### config.mk
export PLATFORM = sky130hd
export DESIGN_NAME = smsr_status_regs
export DESIGN_NICKNAME = d
export VERILOG_FILES = /design/src/core/smsr_pkg.sv /design/src/core/smsr_crc16.sv /design/src/core/smsr_status_regs.sv
export SDC_FILE = /design/constraint.sdc
export NUM_CORES = 1
export LEC_CHECK = 0
export BUFFER_PORTS_ARGS = -buffer_cell sky130_fd_sc_hd__buf_2
export CAP_MARGIN = 0
export CELL_PAD_IN_SITES_DETAIL_PLACEMENT = 0
export CELL_PAD_IN_SITES_GLOBAL_PLACEMENT = 1
export CORE_MARGIN = 4
export CORE_UTILIZATION = 44
export CTS_CLUSTER_SIZE = 8
export DETAILED_ROUTE_END_ITERATION = 10
export PLACE_DENSITY = 0.76
export SKIP_LAST_GASP = 1
export SYNTH_ARGS = -nofsm -noshare
export SYNTH_HDL_FRONTEND = slang
export SYNTH_SLANG_ARGS = --single-unit
### constraint.sdc
create_clock -name clk -period 2.5 [get_ports clk]
set_clock_uncertainty 0.05 [all_clocks]
set_input_delay 0.25 -clock clk [delete_from_list [all_inputs] [get_ports clk]]
set_output_delay 0.25 -clock clk [all_outputs]
set_load 0.05 [all_outputs]
### src/core/smsr_pkg.sv
// Purpose: shared constants of the switch monitor status register bank
// Assumes: 24-bit registers reached through a 32-bit serial frame
// Notes: frame layout is write flag, 6-bit address, 24-bit data, odd parity bit
package smsr_pkg;
  localparam int SMSR_DW = 24;
  localparam int SMSR_AW = 6;
  localparam int SMSR_CW = 16;
  localparam int SMSR_FRAME_BITS = 32;
  localparam int SMSR_SYNC_STAGES = 2;
  // register offsets
  localparam logic [5:0] SMSR_REG_CHECKSUM = 6'h03;
  localparam logic [5:0] SMSR_REG_LIVE = 6'h04;
  localparam logic [5:0] SMSR_REG_THRESH = 6'h05;
  // reset values and crc polynomial
  localparam logic [15:0] SMSR_CRC_RESET = 16'hFFFF;
  localparam logic [15:0] SMSR_CRC_POLY = 16'h1021;
  localparam logic [23:0] SMSR_LIVE_RESET = 24'h000000;
  localparam logic [23:0] SMSR_THRESH_RESET = 24'h000000;
  // live status field positions
  localparam int SMSR_LIVE_LOW_BIT = 3;
  localparam int SMSR_LIVE_HIGH_BIT = 2;
  localparam int SMSR_LIVE_WARN_BIT = 1;
  localparam int SMSR_LIVE_SHUT_BIT = 0;
  // frame field positions
  localparam int SMSR_FRM_WR_BIT = 31;
  localparam int SMSR_FRM_ADDR_HI = 30;
  localparam int SMSR_FRM_ADDR_LO = 25;
  localparam int SMSR_FRM_DATA_HI = 24;
  localparam int SMSR_FRM_DATA_LO = 1;
  // response status byte field positions and bit counter limits
  localparam int SMSR_STAT_LEN_BIT = 7;
  localparam int SMSR_STAT_PAR_BIT = 6;
  localparam logic [5:0] SMSR_CNT_FRAME = 6'h20;
  localparam logic [5:0] SMSR_CNT_MAX = 6'h21;
  typedef enum logic [0:0] {
    SMSR_IDLE = 1'b0,
    SMSR_FRAME = 1'b1
  } smsr_state_t;
endpackage

### src/core/smsr_crc16.sv
// Purpose: crc-16 engine over the stream of programmed setting words
// Assumes: one 24-bit setting word per strobe, msb first, same clock as caller
// Notes: polynomial 1021h, seed all ones, result bit 0 is the crc lsb
module smsr_crc16
  import smsr_pkg::*;
(
  input wire logic clk,
  input wire logic rstn,
  input wire logic clear,
  input wire logic word_valid,
  input wire logic [SMSR_DW-1:0] word,
  output logic [SMSR_CW-1:0] crc
);

  ////////////////////////////////////////////////////////////////////////////
  // one whole word folded in a single cycle; the settings change rarely
  // so the wide xor tree costs less than a serial engine and its control
  function automatic logic [SMSR_CW-1:0] crc_word(input logic [SMSR_CW-1:0] c_in,
                                                  input logic [SMSR_DW-1:0] d);
    logic [SMSR_CW-1:0] c;
    logic fb;
    c = c_in;
    fb = 1'b0;
    for (int i = SMSR_DW - 1; i >= 0; i--)
    begin
      fb = c[SMSR_CW-1] ^ d[i];
      c = {c[SMSR_CW-2:0], 1'b0};
      if (fb)
      begin
        c = c ^ SMSR_CRC_POLY;
      end
    end
    return c;
  endfunction

  logic [SMSR_CW-1:0] crc_r;
  logic [SMSR_CW-1:0] crc_nxt;

  // clear restarts from the seed and wins over a word in the same cycle
  assign crc_nxt = clear ? SMSR_CRC_RESET : crc_word(crc_r, word);

  // result register, all ones after reset
  always_ff @(posedge clk or negedge rstn)
  begin
    if (!rstn)
      crc_r <= SMSR_CRC_RESET;
    else if (clear || word_valid)
      crc_r <= crc_nxt;
  end

  assign crc = crc_r;

endmodule

### src/core/smsr_status_regs.sv
// Purpose: read-only checksum, supply/thermal and input threshold registers
// Assumes: serial pins and analog flags are asynchronous to clk
// Notes: read data of one frame is returned in the next frame
////////////////////////////////////////////////////////////////////////////
module smsr_status_regs
  import smsr_pkg::*;
#(
  parameter int NUM_INPUTS = 24
)
(
  input wire logic clk,
  input wire logic rstn,
  input wire logic soft_reset,
  input wire logic spi_cs_n,
  input wire logic spi_sclk,
  input wire logic spi_si,
  output logic spi_so,
  output logic spi_so_oe,
  input wire logic supply_low_live,
  input wire logic supply_high_live,
  input wire logic heat_warning_live,
  input wire logic heat_shutdown_live,
  input wire logic [NUM_INPUTS-1:0] switch_above,
  input wire logic settings_restart,
  input wire logic settings_valid,
  input wire logic [SMSR_DW-1:0] settings_word,
  output logic frame_len_error,
  output logic frame_par_error
);

  // refuse an input count that the 24-bit threshold register cannot hold
  if (NUM_INPUTS < 1 || NUM_INPUTS > SMSR_DW)
  begin : g_bad_width
    $error("NUM_INPUTS must lie between 1 and 24");
  end

  ////////////////////////////////////////////////////////////////////////////
  // read multiplexer and parity; only the parity is used by more than one path
  function automatic logic [SMSR_DW-1:0] reg_read(input logic [SMSR_AW-1:0] a,
                                                  input logic [SMSR_CW-1:0] c,
                                                  input logic [SMSR_DW-1:0] l,
                                                  input logic [SMSR_DW-1:0] t);
    logic [SMSR_DW-1:0] v;
    v = '0;
    unique case (a)
      SMSR_REG_CHECKSUM: v = {8'h00, c};
      SMSR_REG_LIVE: v = l;
      SMSR_REG_THRESH: v = t;
      default: v = '0;
    endcase
    return v;
  endfunction

  function automatic logic odd_ok(input logic [SMSR_FRAME_BITS-1:0] f);
    return ^f;
  endfunction

  ////////////////////////////////////////////////////////////////////////////
  // two-flop synchronisers; a third stage on sclk gives edge detection
  logic [1:0] cs_s_r;
  logic [1:0] si_s_r;
  logic [2:0] sclk_s_r;
  logic [1:0] low_s_r;
  logic [1:0] high_s_r;
  logic [1:0] warn_s_r;
  logic [1:0] shut_s_r;
  logic [NUM_INPUTS-1:0] thr_s1_r;
  logic [NUM_INPUTS-1:0] thr_s2_r;

  always_ff @(posedge clk or negedge rstn)
  begin
    if (!rstn)
    begin
      cs_s_r <= 2'h3;
      si_s_r <= 2'h0;
      sclk_s_r <= 3'h0;
      low_s_r <= 2'h0;
      high_s_r <= 2'h0;
      warn_s_r <= 2'h0;
      shut_s_r <= 2'h0;
      thr_s1_r <= '0;
      thr_s2_r <= '0;
    end
    else
    begin
      cs_s_r <= {cs_s_r[0], spi_cs_n};
      si_s_r <= {si_s_r[0], spi_si};
      sclk_s_r <= {sclk_s_r[1:0], spi_sclk};
      low_s_r <= {low_s_r[0], supply_low_live};
      high_s_r <= {high_s_r[0], supply_high_live};
      warn_s_r <= {warn_s_r[0], heat_warning_live};
      shut_s_r <= {shut_s_r[0], heat_shutdown_live};
      thr_s1_r <= switch_above;
      thr_s2_r <= thr_s1_r;
    end
  end

  ////////////////////////////////////////////////////////////////////////////
  // live registers follow the conditions every cycle except a soft reset cycle; no read or write path
  // touches them, so a read never clears a condition
  logic [SMSR_DW-1:0] live_r;
  logic [SMSR_DW-1:0] thresh_r;
  logic [SMSR_DW-1:0] live_nxt;
  logic [SMSR_DW-1:0] thresh_nxt;

  always_comb
  begin
    live_nxt = SMSR_LIVE_RESET;
    live_nxt[SMSR_LIVE_LOW_BIT] = low_s_r[1];
    live_nxt[SMSR_LIVE_HIGH_BIT] = high_s_r[1];
    live_nxt[SMSR_LIVE_WARN_BIT] = warn_s_r[1];
    live_nxt[SMSR_LIVE_SHUT_BIT] = shut_s_r[1];
    thresh_nxt = SMSR_THRESH_RESET;
    thresh_nxt[NUM_INPUTS-1:0] = thr_s2_r;
  end

  always_ff @(posedge clk or negedge rstn)
  begin
    if (!rstn)
    begin
      live_r <= SMSR_LIVE_RESET;
      thresh_r <= SMSR_THRESH_RESET;
    end
    else if (soft_reset)
    begin
      live_r <= SMSR_LIVE_RESET;
      thresh_r <= SMSR_THRESH_RESET;
    end
    else
    begin
      live_r <= live_nxt;
      thresh_r <= thresh_nxt;
    end
  end

  ////////////////////////////////////////////////////////////////////////////
  // checksum over the setting words; soft reset reseeds it
  logic [SMSR_CW-1:0] crc_val;

  smsr_crc16 u_crc (
    .clk(clk),
    .rstn(rstn),
    .clear(settings_restart || soft_reset),
    .word_valid(settings_valid),
    .word(settings_word),
    .crc(crc_val)
  );

  ////////////////////////////////////////////////////////////////////////////
  // frame tracking on the sampled serial clock
  wire cs_act = !cs_s_r[1];
  wire sclk_rise = sclk_s_r[1] && !sclk_s_r[2];
  wire sclk_fall = !sclk_s_r[1] && sclk_s_r[2];

  smsr_state_t state_r;
  smsr_state_t state_nxt;
  logic [5:0] cnt_r;
  logic [SMSR_FRAME_BITS-1:0] rx_r;
  logic [SMSR_FRAME_BITS-1:0] tx_r;
  logic [SMSR_DW-1:0] rdata_r;
  logic len_flag_r;
  logic par_flag_r;
  logic so_r;
  logic len_err_r;
  logic par_err_r;

  wire frame_start = (state_r == SMSR_IDLE) && cs_act;
  wire frame_end = (state_r == SMSR_FRAME) && !cs_act;
  // a frame with no clock at all is not an error
  wire len_bad = frame_end && (cnt_r != SMSR_CNT_FRAME) && (cnt_r != 6'h00);
  wire par_bad = frame_end && (cnt_r == SMSR_CNT_FRAME) && !odd_ok(rx_r);
  wire frame_ok = frame_end && (cnt_r == SMSR_CNT_FRAME) && odd_ok(rx_r);
  wire is_write = rx_r[SMSR_FRM_WR_BIT];
  wire [SMSR_AW-1:0] rx_addr = rx_r[SMSR_FRM_ADDR_HI:SMSR_FRM_ADDR_LO];
  wire [SMSR_DW-1:0] rd_val = reg_read(rx_addr, crc_val, live_r, thresh_r);
  wire [7:0] stat_byte = {len_flag_r, par_flag_r, 6'h00};

  always_comb
  begin
    state_nxt = state_r;
    unique case (state_r)
      SMSR_IDLE: if (cs_act) state_nxt = SMSR_FRAME;
      SMSR_FRAME: if (!cs_act) state_nxt = SMSR_IDLE;
    endcase
  end

  // state, bit counter and receive shifter
  always_ff @(posedge clk or negedge rstn)
  begin
    if (!rstn)
    begin
      state_r <= SMSR_IDLE;
      cnt_r <= 6'h00;
      rx_r <= '0;
    end
    else if (soft_reset)
    begin
      state_r <= SMSR_IDLE;
      cnt_r <= 6'h00;
    end
    else
    begin
      state_r <= state_nxt;
      if (frame_start)
        cnt_r <= 6'h00;
      else if (sclk_rise && cs_act && cnt_r != SMSR_CNT_MAX)
        cnt_r <= cnt_r + 6'h01; // saturates so long frames stay wrong
      if (sclk_rise && cs_act)
        rx_r <= {rx_r[SMSR_FRAME_BITS-2:0], si_s_r[1]};
    end
  end

  // read data capture; writes fall on read-only space and are dropped
  always_ff @(posedge clk or negedge rstn)
  begin
    if (!rstn)
      rdata_r <= '0;
    else if (soft_reset)
      rdata_r <= '0;
    else if (frame_ok)
      rdata_r <= is_write ? '0 : rd_val;
  end

  // error flags reported in the next frame; set wins over the report clear
  always_ff @(posedge clk or negedge rstn)
  begin
    if (!rstn)
    begin
      len_flag_r <= 1'b0;
      par_flag_r <= 1'b0;
      len_err_r <= 1'b0;
      par_err_r <= 1'b0;
    end
    else
    begin
      len_flag_r <= len_bad || (len_flag_r && !frame_start && !soft_reset);
      par_flag_r <= par_bad || (par_flag_r && !frame_start && !soft_reset);
      len_err_r <= len_bad;
      par_err_r <= par_bad;
    end
  end

  // transmit shifter: loaded at frame start, next bit on each falling edge
  always_ff @(posedge clk or negedge rstn)
  begin
    if (!rstn)
    begin
      tx_r <= '0;
      so_r <= 1'b0;
    end
    else if (frame_start)
    begin
      tx_r <= {stat_byte, rdata_r};
      so_r <= stat_byte[7];
    end
    else if (sclk_fall && cs_act)
    begin
      tx_r <= {tx_r[SMSR_FRAME_BITS-2:0], 1'b0};
      so_r <= tx_r[SMSR_FRAME_BITS-2];
    end
  end

  assign spi_so = so_r;
  assign spi_so_oe = (state_r == SMSR_FRAME);
  assign frame_len_error = len_err_r;
  assign frame_par_error = par_err_r;

endmodule

# Word-level counts from Yosys, hierarchy flattened
# Index checks and enable logic that the tools add are counted.
dict set report op_classes {
  n_reduce_logical 32
  mux 40
  n_addsub 1
  n_bitwise 50
  eq_ne 6
}
# op n
set ops {}
lappend ops {{2-to-1 mux 13 bit} 24}
lappend ops {{2-to-1 mux 24 bit} 4}
lappend ops {{NOT 3 bit} 24}
lappend ops {{case mux 24 bit (3 select lines)} 1}
lappend ops {{2-to-1 mux 31 bit} 2}
lappend ops {{parity 32 bit} 1}
lappend ops {{XOR 1 bit} 24}
lappend ops {{2-to-1 mux 6 bit} 3}
lappend ops {{logical AND 1 bit} 16}
lappend ops {{2-to-1 mux 16 bit} 1}
lappend ops {{== test 6 x 3 -> 1 bit (second input constant)} 2}
lappend ops {{inequality test 6 bit (second input constant)} 2}
lappend ops {{adder 6 x 1 -> 6 bit (second input constant)} 1}
lappend ops {{== test 6 x 2 -> 1 bit (second input constant)} 1}
lappend ops {{== test 6 bit (second input constant)} 1}
lappend ops {{zero test 1 bit} 6}
lappend ops {{nonzero test 6 bit} 1}
lappend ops {{logical OR 1 bit} 4}
lappend ops {{2-to-1 mux 1 bit} 4}
lappend ops {{2-to-1 mux 4 bit} 1}
lappend ops {{nonzero test 2 bit} 2}
lappend ops {{nonzero test 3 bit} 1}
lappend ops {{NOT 1 bit} 2}
lappend ops {{AND reduction 2 bit} 1}
dict set report word_totals {
  ff_bits 226
  in_bits 60
  word_cells 151
}

# Longest topological paths before layout
dict set report logic_depth {
  word_depth 49
  depth_mapped 8
  mapped_depth_nobuf 7
}

# By module
# From an unflattened synthesis, not the netlist that was laid out.
dict set report hier_totals {
  cells_unflattened 672
  area_unflattened_um2 8779.7
}
# module instances cells_per_inst area_each_um2
set by_module_without_submodules {}
lappend by_module_without_submodules {smsr_status_regs 1 541 7275.7}
lappend by_module_without_submodules {smsr_crc16 1 131 1503.9}

# Worst setup path before layout
# No wires, ideal clock.
dict set report synth_path {
  path_type {register to register}
  startpoint {register u_crc.crc_r[13] (netlist: u_crc.crc[13])}
  endpoint {register u_crc.crc_r[6] (netlist: u_crc.crc[6])}
  arrival_time_ns 2.297
  path_slack_ns 0.063
  path_stages_with_launch 8
  synth_period_minus_slack_ns 2.437
  required_time_ns 2.360
  cell_sequence {dfstp_2 -> xor2_2 -> xnor3_1 -> xnor2_2 -> xnor2_2 -> xor2_1 -> xor2_1 -> a21oi_1}
}
dict set report synth_between {
  elab_chain_len 22
  elab_cells_between_ends 38
  classes_between {mux (23); bitwise (15)}
}
# element line_no
set synth_lines {}
lappend synth_lines {{start: declaration} smsr_crc16.sv:36} ;# logic [SMSR_CW-1:0] crc_r;
lappend synth_lines {{start signal: assignment} smsr_crc16.sv:48} ;# crc_r <= crc_nxt;
lappend synth_lines {{XOR 1 bit (*)} smsr_crc16.sv:26} ;# fb = c[SMSR_CW-1] ^ d[i];
lappend synth_lines {{2-to-1 mux 13 bit (*)} smsr_crc16.sv:28} ;# if (fb)
lappend synth_lines {{XOR 1 bit / 2-to-1 mux 13 bit (equally long branches)} {smsr_crc16.sv:26, smsr_crc16.sv:28}}
lappend synth_lines {{2-to-1 mux 13 bit (*)} smsr_crc16.sv:28}
lappend synth_lines {{2-to-1 mux 13 bit (2 in a row)} smsr_crc16.sv:28}
lappend synth_lines {{2-to-1 mux 13 bit / NOT 3 bit (equally long branches)} -}
lappend synth_lines {{2-to-1 mux 13 bit} smsr_crc16.sv:28}
lappend synth_lines {{2-to-1 mux 13 bit / NOT 3 bit (equally long branches)} -}
lappend synth_lines {{[4 not listed]} -}
lappend synth_lines {{2-to-1 mux 13 bit} smsr_crc16.sv:28}
lappend synth_lines {{2-to-1 mux 13 bit (*)} smsr_crc16.sv:28}
lappend synth_lines {{2-to-1 mux 13 bit} smsr_crc16.sv:28}
lappend synth_lines {{2-to-1 mux 13 bit (tied with other cells)} smsr_crc16.sv:28}
lappend synth_lines {{2-to-1 mux 13 bit} smsr_crc16.sv:28}
lappend synth_lines {{NOT 3 bit (no line) / XOR 1 bit (equally long branches)} -}
lappend synth_lines {{2-to-1 mux 13 bit (*) (2 in a row)} smsr_crc16.sv:28}
lappend synth_lines {{2-to-1 mux 16 bit (*)} smsr_crc16.sv:40} ;# assign crc_nxt = clear ? SMSR_CRC_RESET : crc_word(crc_r, word);
# Every way passes the cells marked *; elsewhere a longest branch is shown, timed or not.
# A chain may end at the register's enable or synchronous reset.

# Worst setup path in the final report
# Same ends and word-level chain as after synthesis.

==> results by stage <==
Status:
- The run finished with clean final reports.

Die:
- The chip width is 145.8 um.
- The area inside the core boundary is 18,710 um^2.
- 64 I/O pins were placed.
- The floorplan step defined a die boundary enclosing 21,270 um^2.
- The starting utilization of the core area is 44.70%.
- The vertical extent of the die is 145.8 um.
- The floorplan has 50 rows.

Logic synthesis:
- The area share of the largest cell type after synthesis is 56.27%.
- The synthesized area per cell is 13.15 um^2.
- The xor/xnor cell area share of the yosys netlist is 12.95%.
- The synthesized cell area is 8361 um^2.
- The compound-cell area share of the yosys netlist is 6.031%.
- After synthesis the netlist holds a flip-flop and latch count of 206.
- By count the netlist is led by dfrtp_1 (188), xnor2_1 (64), mux2_2 (48).
- In this run, synthesis inferred 0 flip-flops with an integrated enable.
- In the synthesized netlist, mux cells make up 10.06% of the area.
- For this run, asynchronously set or reset flops after synthesis account for 100.0%.
- The dominant combinational cell family by area after synthesis is XOR/XNOR gates.
- For this run, the register share of the synthesized area comes to 61.93%.
- Ranked by total cell area, the synthesized netlist is headed by dfrtp_1 (56%), xnor2_1 (6.7%), mux2_2 (6.5%), dfstp_2 (5.7%), mux2i_1 (3.6%).
- By instance count, the leading cell after synthesis is dfrtp_1.
- Summed over all instances, the cell type with the most area after synthesis is dfrtp_1.
- After technology mapping, the gate count stands at 636.
- The number of different library cells in the post-synthesis netlist is 39.
- The share of synthesized cell area in and, or, nand and nor gates is 7.004%.
- Among all flip-flop cells after synthesis, the most frequent one is dfrtp_1.
- Synthesis produced a netlist with a net count of 699.
- Summing the areas of all fa, ha and maj instances in the mapped netlist gives 0.4490% of the synthesized area.
- The number of warnings printed during yosys synthesis is 0.

Critical path:
- The category of the most critical setup path is reg2reg.
- The depth of the worst register-to-register path is 7.
- The buffers plus inverters on the worst setup path is 0.
- In this run the critical register-to-register path is launched from u_crc.crc[13].
- The worst setup path is launched from a register.
- The kind of cell with the highest combined delay along the critical path is XOR/XNOR gates.
- For this design, the slowest cell found on the critical path is dfstp_2.
- Traced cell by cell, the critical path runs through xor2_2 -> xnor3_1 -> xnor2_2 -> xnor2_2 -> xor2_2 -> xor2_1 -> a21oi_1.
- Data on the critical path arrives at its endpoint at 2.76 ns.
- The end of the critical path is u_crc.crc[6].
- At the worst endpoint, the required time is 2.87 ns.
- The critical path starts at u_crc.crc[13].
- The register-to-register setup slack is 0.11 ns.
- In this run the critical register-to-register path is captured at u_crc.crc[6].
- Along the worst path, the maximum fanout reaches 3.
- The number of stages on the worst setup path is 7.
- The worst setup path is captured at a register.
- On the worst path, the slowest cell contributes a delay of 0.57 ns.

Clock tree:
- After clock tree synthesis, the clock-pin slew on the worst setup and hold paths is 0.05 ns.
- The library cell used as clock root buffer is clkbuf_16.
- The count of buffers added by post-CTS timing repair for setup is 0.
- Clock latency on the worst-skew pair, taken at its later pin, is 0.52 ns.
- Counting along the longest clock path gives a buffer depth of 3.
- The CTS H-tree depth is 1.
- TritonCTS created 29 clock buffers.
- TritonCTS built the clock tree.
- The clock net sink count is 206.

Routing:
- The overall via count from detail_route is 4,940.
- The detailed router put a total of 6866 um of wire on met1.
- In this run, the number of DRC markers left after iteration 0 of detailed routing was 231.
- The top layer used by detailed routing is met4.
- The average via count per standard cell is 4.886.
- The average routed wire per standard cell is 15.16 um.
- The post-route antenna net violation count is 0.
- The wire length reported by the detailed router is 15,330 um.
- The DRC violation count after routing is 0.
- The met3 layer wire length in the routed design is 525 um.
- The pre-antenna-repair detailed-routing pass consisted of 4 iterations.
- The wire length on met2 is 7545 um.

Global routing:
- The global-route wire length before repair is 26,250 um.
- Global routing consumed, over all layers together, 14.84% of the routing resources.
- The maximum number of pins on one net before global-route repair is 65.
- Summed over all layers, the global routing overflow is 0.
- The initial antenna violation count is 0.
- The number of global-route vias before repair is 5,316.

STA:
- After layout, the worst setup slack is 0.1065 ns.
- The final clock period utilization by the worst path is 95.74%.
- The fmax is 0.4178 GHz.
- The number of failing hold endpoints at the final stage is 0.
- The worst slew slack as a fraction of its limit is 61.36%.
- At the pin with the least slew margin, the transition time is 0.5796 ns.
- The final count of negative-setup-slack endpoints is 0.
- The final hold slack is 0.09115 ns.
- After routing, the total negative slack on setup checks comes to 0 ns.
- Setup repair after global routing left no endpoint under its margin.
- The clock period could shrink to 2.393 ns.
- The final-report max-slew violation count is 0.

Pwr:
- The combinational cell fraction of total power is 28.8%.
- In this run the power density over the cells is 978.9 nW/um^2.
- The internal power is 7.150 mW.
- The part of the power in the clock network is 34.9%.
- The power share of the sequential group is 36.4%.
- The reported leakage power is 4.569 nW.
- The analysis attributes to net switching a power of 2.894 mW.
- The maximum VDD drop is 0.0006082 V.
- In this run switching power makes up 28.81% of total power.

Worst hold path:
- The path type of the worst min-delay path is in2reg.
- The launch instance of the worst min-delay path is settings_valid.

Cells and area:
- The repair_antennas step left the layout with diodes totalling 0.
- The number of fillers in the final layout is 1,562.
- The utilization after layout is 54.85%.
- The final layout contains 817 nets.
- The post-route netlist has 26.25% of its cells at a drive strength greater than 1.
- Relative to the synthesized area, the layout overhead comes to 22.72%.

Run:
- The tool flagged a number of max-cap violations equal to 0.

Placement:
- The HPWL after detailed placement is 10,230 um.
- The placer congestion estimate is 0.8451.
- The number of buffers added on ports is 63.
- Before CTS, the worst setup slack after placement is 0.07147 ns.
area by class of cell:
class                      instances  area [um^2]  share of cell area (%)
clock buffer                      53        825.8                   8.049
sequential                       206         5177                   50.46
multi-input combinational        397         3097                   30.18
clock inverter                     1        8.758                 0.08537
timing repair buffer             117        847.1                   8.256
tap                              234        292.8                   2.854
inverter                           3        11.26                  0.1098
worst min-delay path: stages:
cell     delay [ns]
buf_2          0.10
nand2_1        0.11
o22a_1         0.20
power by group through the flow:
stage / Clock (mW) / Sequential, mW / Combinational, mW
after global placement: 0 / 3.70 / 2.68
final: 3.50 / 3.65 / 2.89
after floorplan: 0 / 3.66 / 2.08
after global routing: 3.75 / 3.67 / 3.13
after CTS: 3.61 / 3.66 / 2.78
after detailed placement: 0 / 3.71 / 2.72
flip-flops by register name (all words and copies together), names as in the netlist, 6 cells and up:
register   flops
thr_s1_r      24
cnt_r          6
thr_s2_r      24
u_crc.crc     16
thresh_r      24
rdata_r       24
tx_r          31
rx_r          32
per-layer routing:
metal / vias up / GRT usage, %
met4: 0 / 4.084
met2: 69 / 25.12
met3: 28 / 2.585
met5: - / 0
met1: 2470 / 19.88
li1: 2373 / -
worst min-delay path by stage:
stage | endpoint | depth (start not counted)
after CTS | u_crc.crc[0] | 3
after floorplan | cnt_r[0] | 0
after global routing | u_crc.crc[4] | 3
after detailed placement | thr_s2_r[22] | 1
after global placement | thr_s1_r[22] | 1
final | u_crc.crc[4] | 3
logic make-up after synthesis:
| kind of cell | after synthesis |
|---|---|
| compound gates | 82 |
| xor+xnor | 108 |
| fa+ha+maj | 3 |
| buf+inv | 33 |
| flops | 206 |
| mux | 78 |
| simple gates | 126 |
layout by cell type (no fill, tap or decap), types with 2 or more instances in the layout:
| cell type | Yosys | routed |
|---|---|---|
| clkbuf_8 | 0 | 2 |
| xnor2_1 | 64 | 61 |
| and2_1 | 2 | 2 |
| xnor3_1 | 2 | 2 |
| xor2_1 | 30 | 29 |
| mux2i_1 | 30 | 30 |
| xnor2_2 | 5 | 8 |
| clkbuf_1 | 24 | 23 |
| buf_4 | 0 | 19 |
| a22o_1 | 8 | 8 |
| clkbuf_16 | 0 | 29 |
| a22oi_1 | 16 | 16 |
| nor3_1 | 3 | 2 |
| inv_1 | 3 | 3 |
| or3_1 | 2 | 2 |
| a21oi_1 | 21 | 20 |
| o21ai_0 | 30 | 30 |
| nand2_1 | 36 | 36 |
| a21o_1 | 2 | 2 |
| nor2_1 | 44 | 43 |
| dlygate4sd3_1 | 0 | 32 |
| and3_1 | 2 | 2 |
| nor2b_1 | 29 | 29 |
| buf_2 | 3 | 62 |
| nand3_1 | 2 | 2 |
| dfstp_2 | 18 | 18 |
| buf_12 | 0 | 3 |
| o22a_1 | 2 | 2 |
| xor2_2 | 5 | 6 |
| ha_1 | 3 | 3 |
| mux2_2 | 48 | 48 |
| dfrtp_1 | 188 | 188 |
| nand4_1 | 2 | 2 |
through the flow:
stage          power [mW]  instances  cell area, um^2
2_1_floorplan       5.747        636             8361
3_5_place_dp        6.427        925             9075
5_1_grt             10.55       1011            10260
3_3_place_gp        6.379        925             9075
6_report            10.04       1011            10260
4_1_cts             10.05       1011            10230
what timing repair did:
item,CTS,global route
hold buffers,32,0
setup endpoints to repair,0,5
resized for setup,0,4
hold endpoints to repair,80,0
Note: power is estimated with default switching activity, not from simulation.
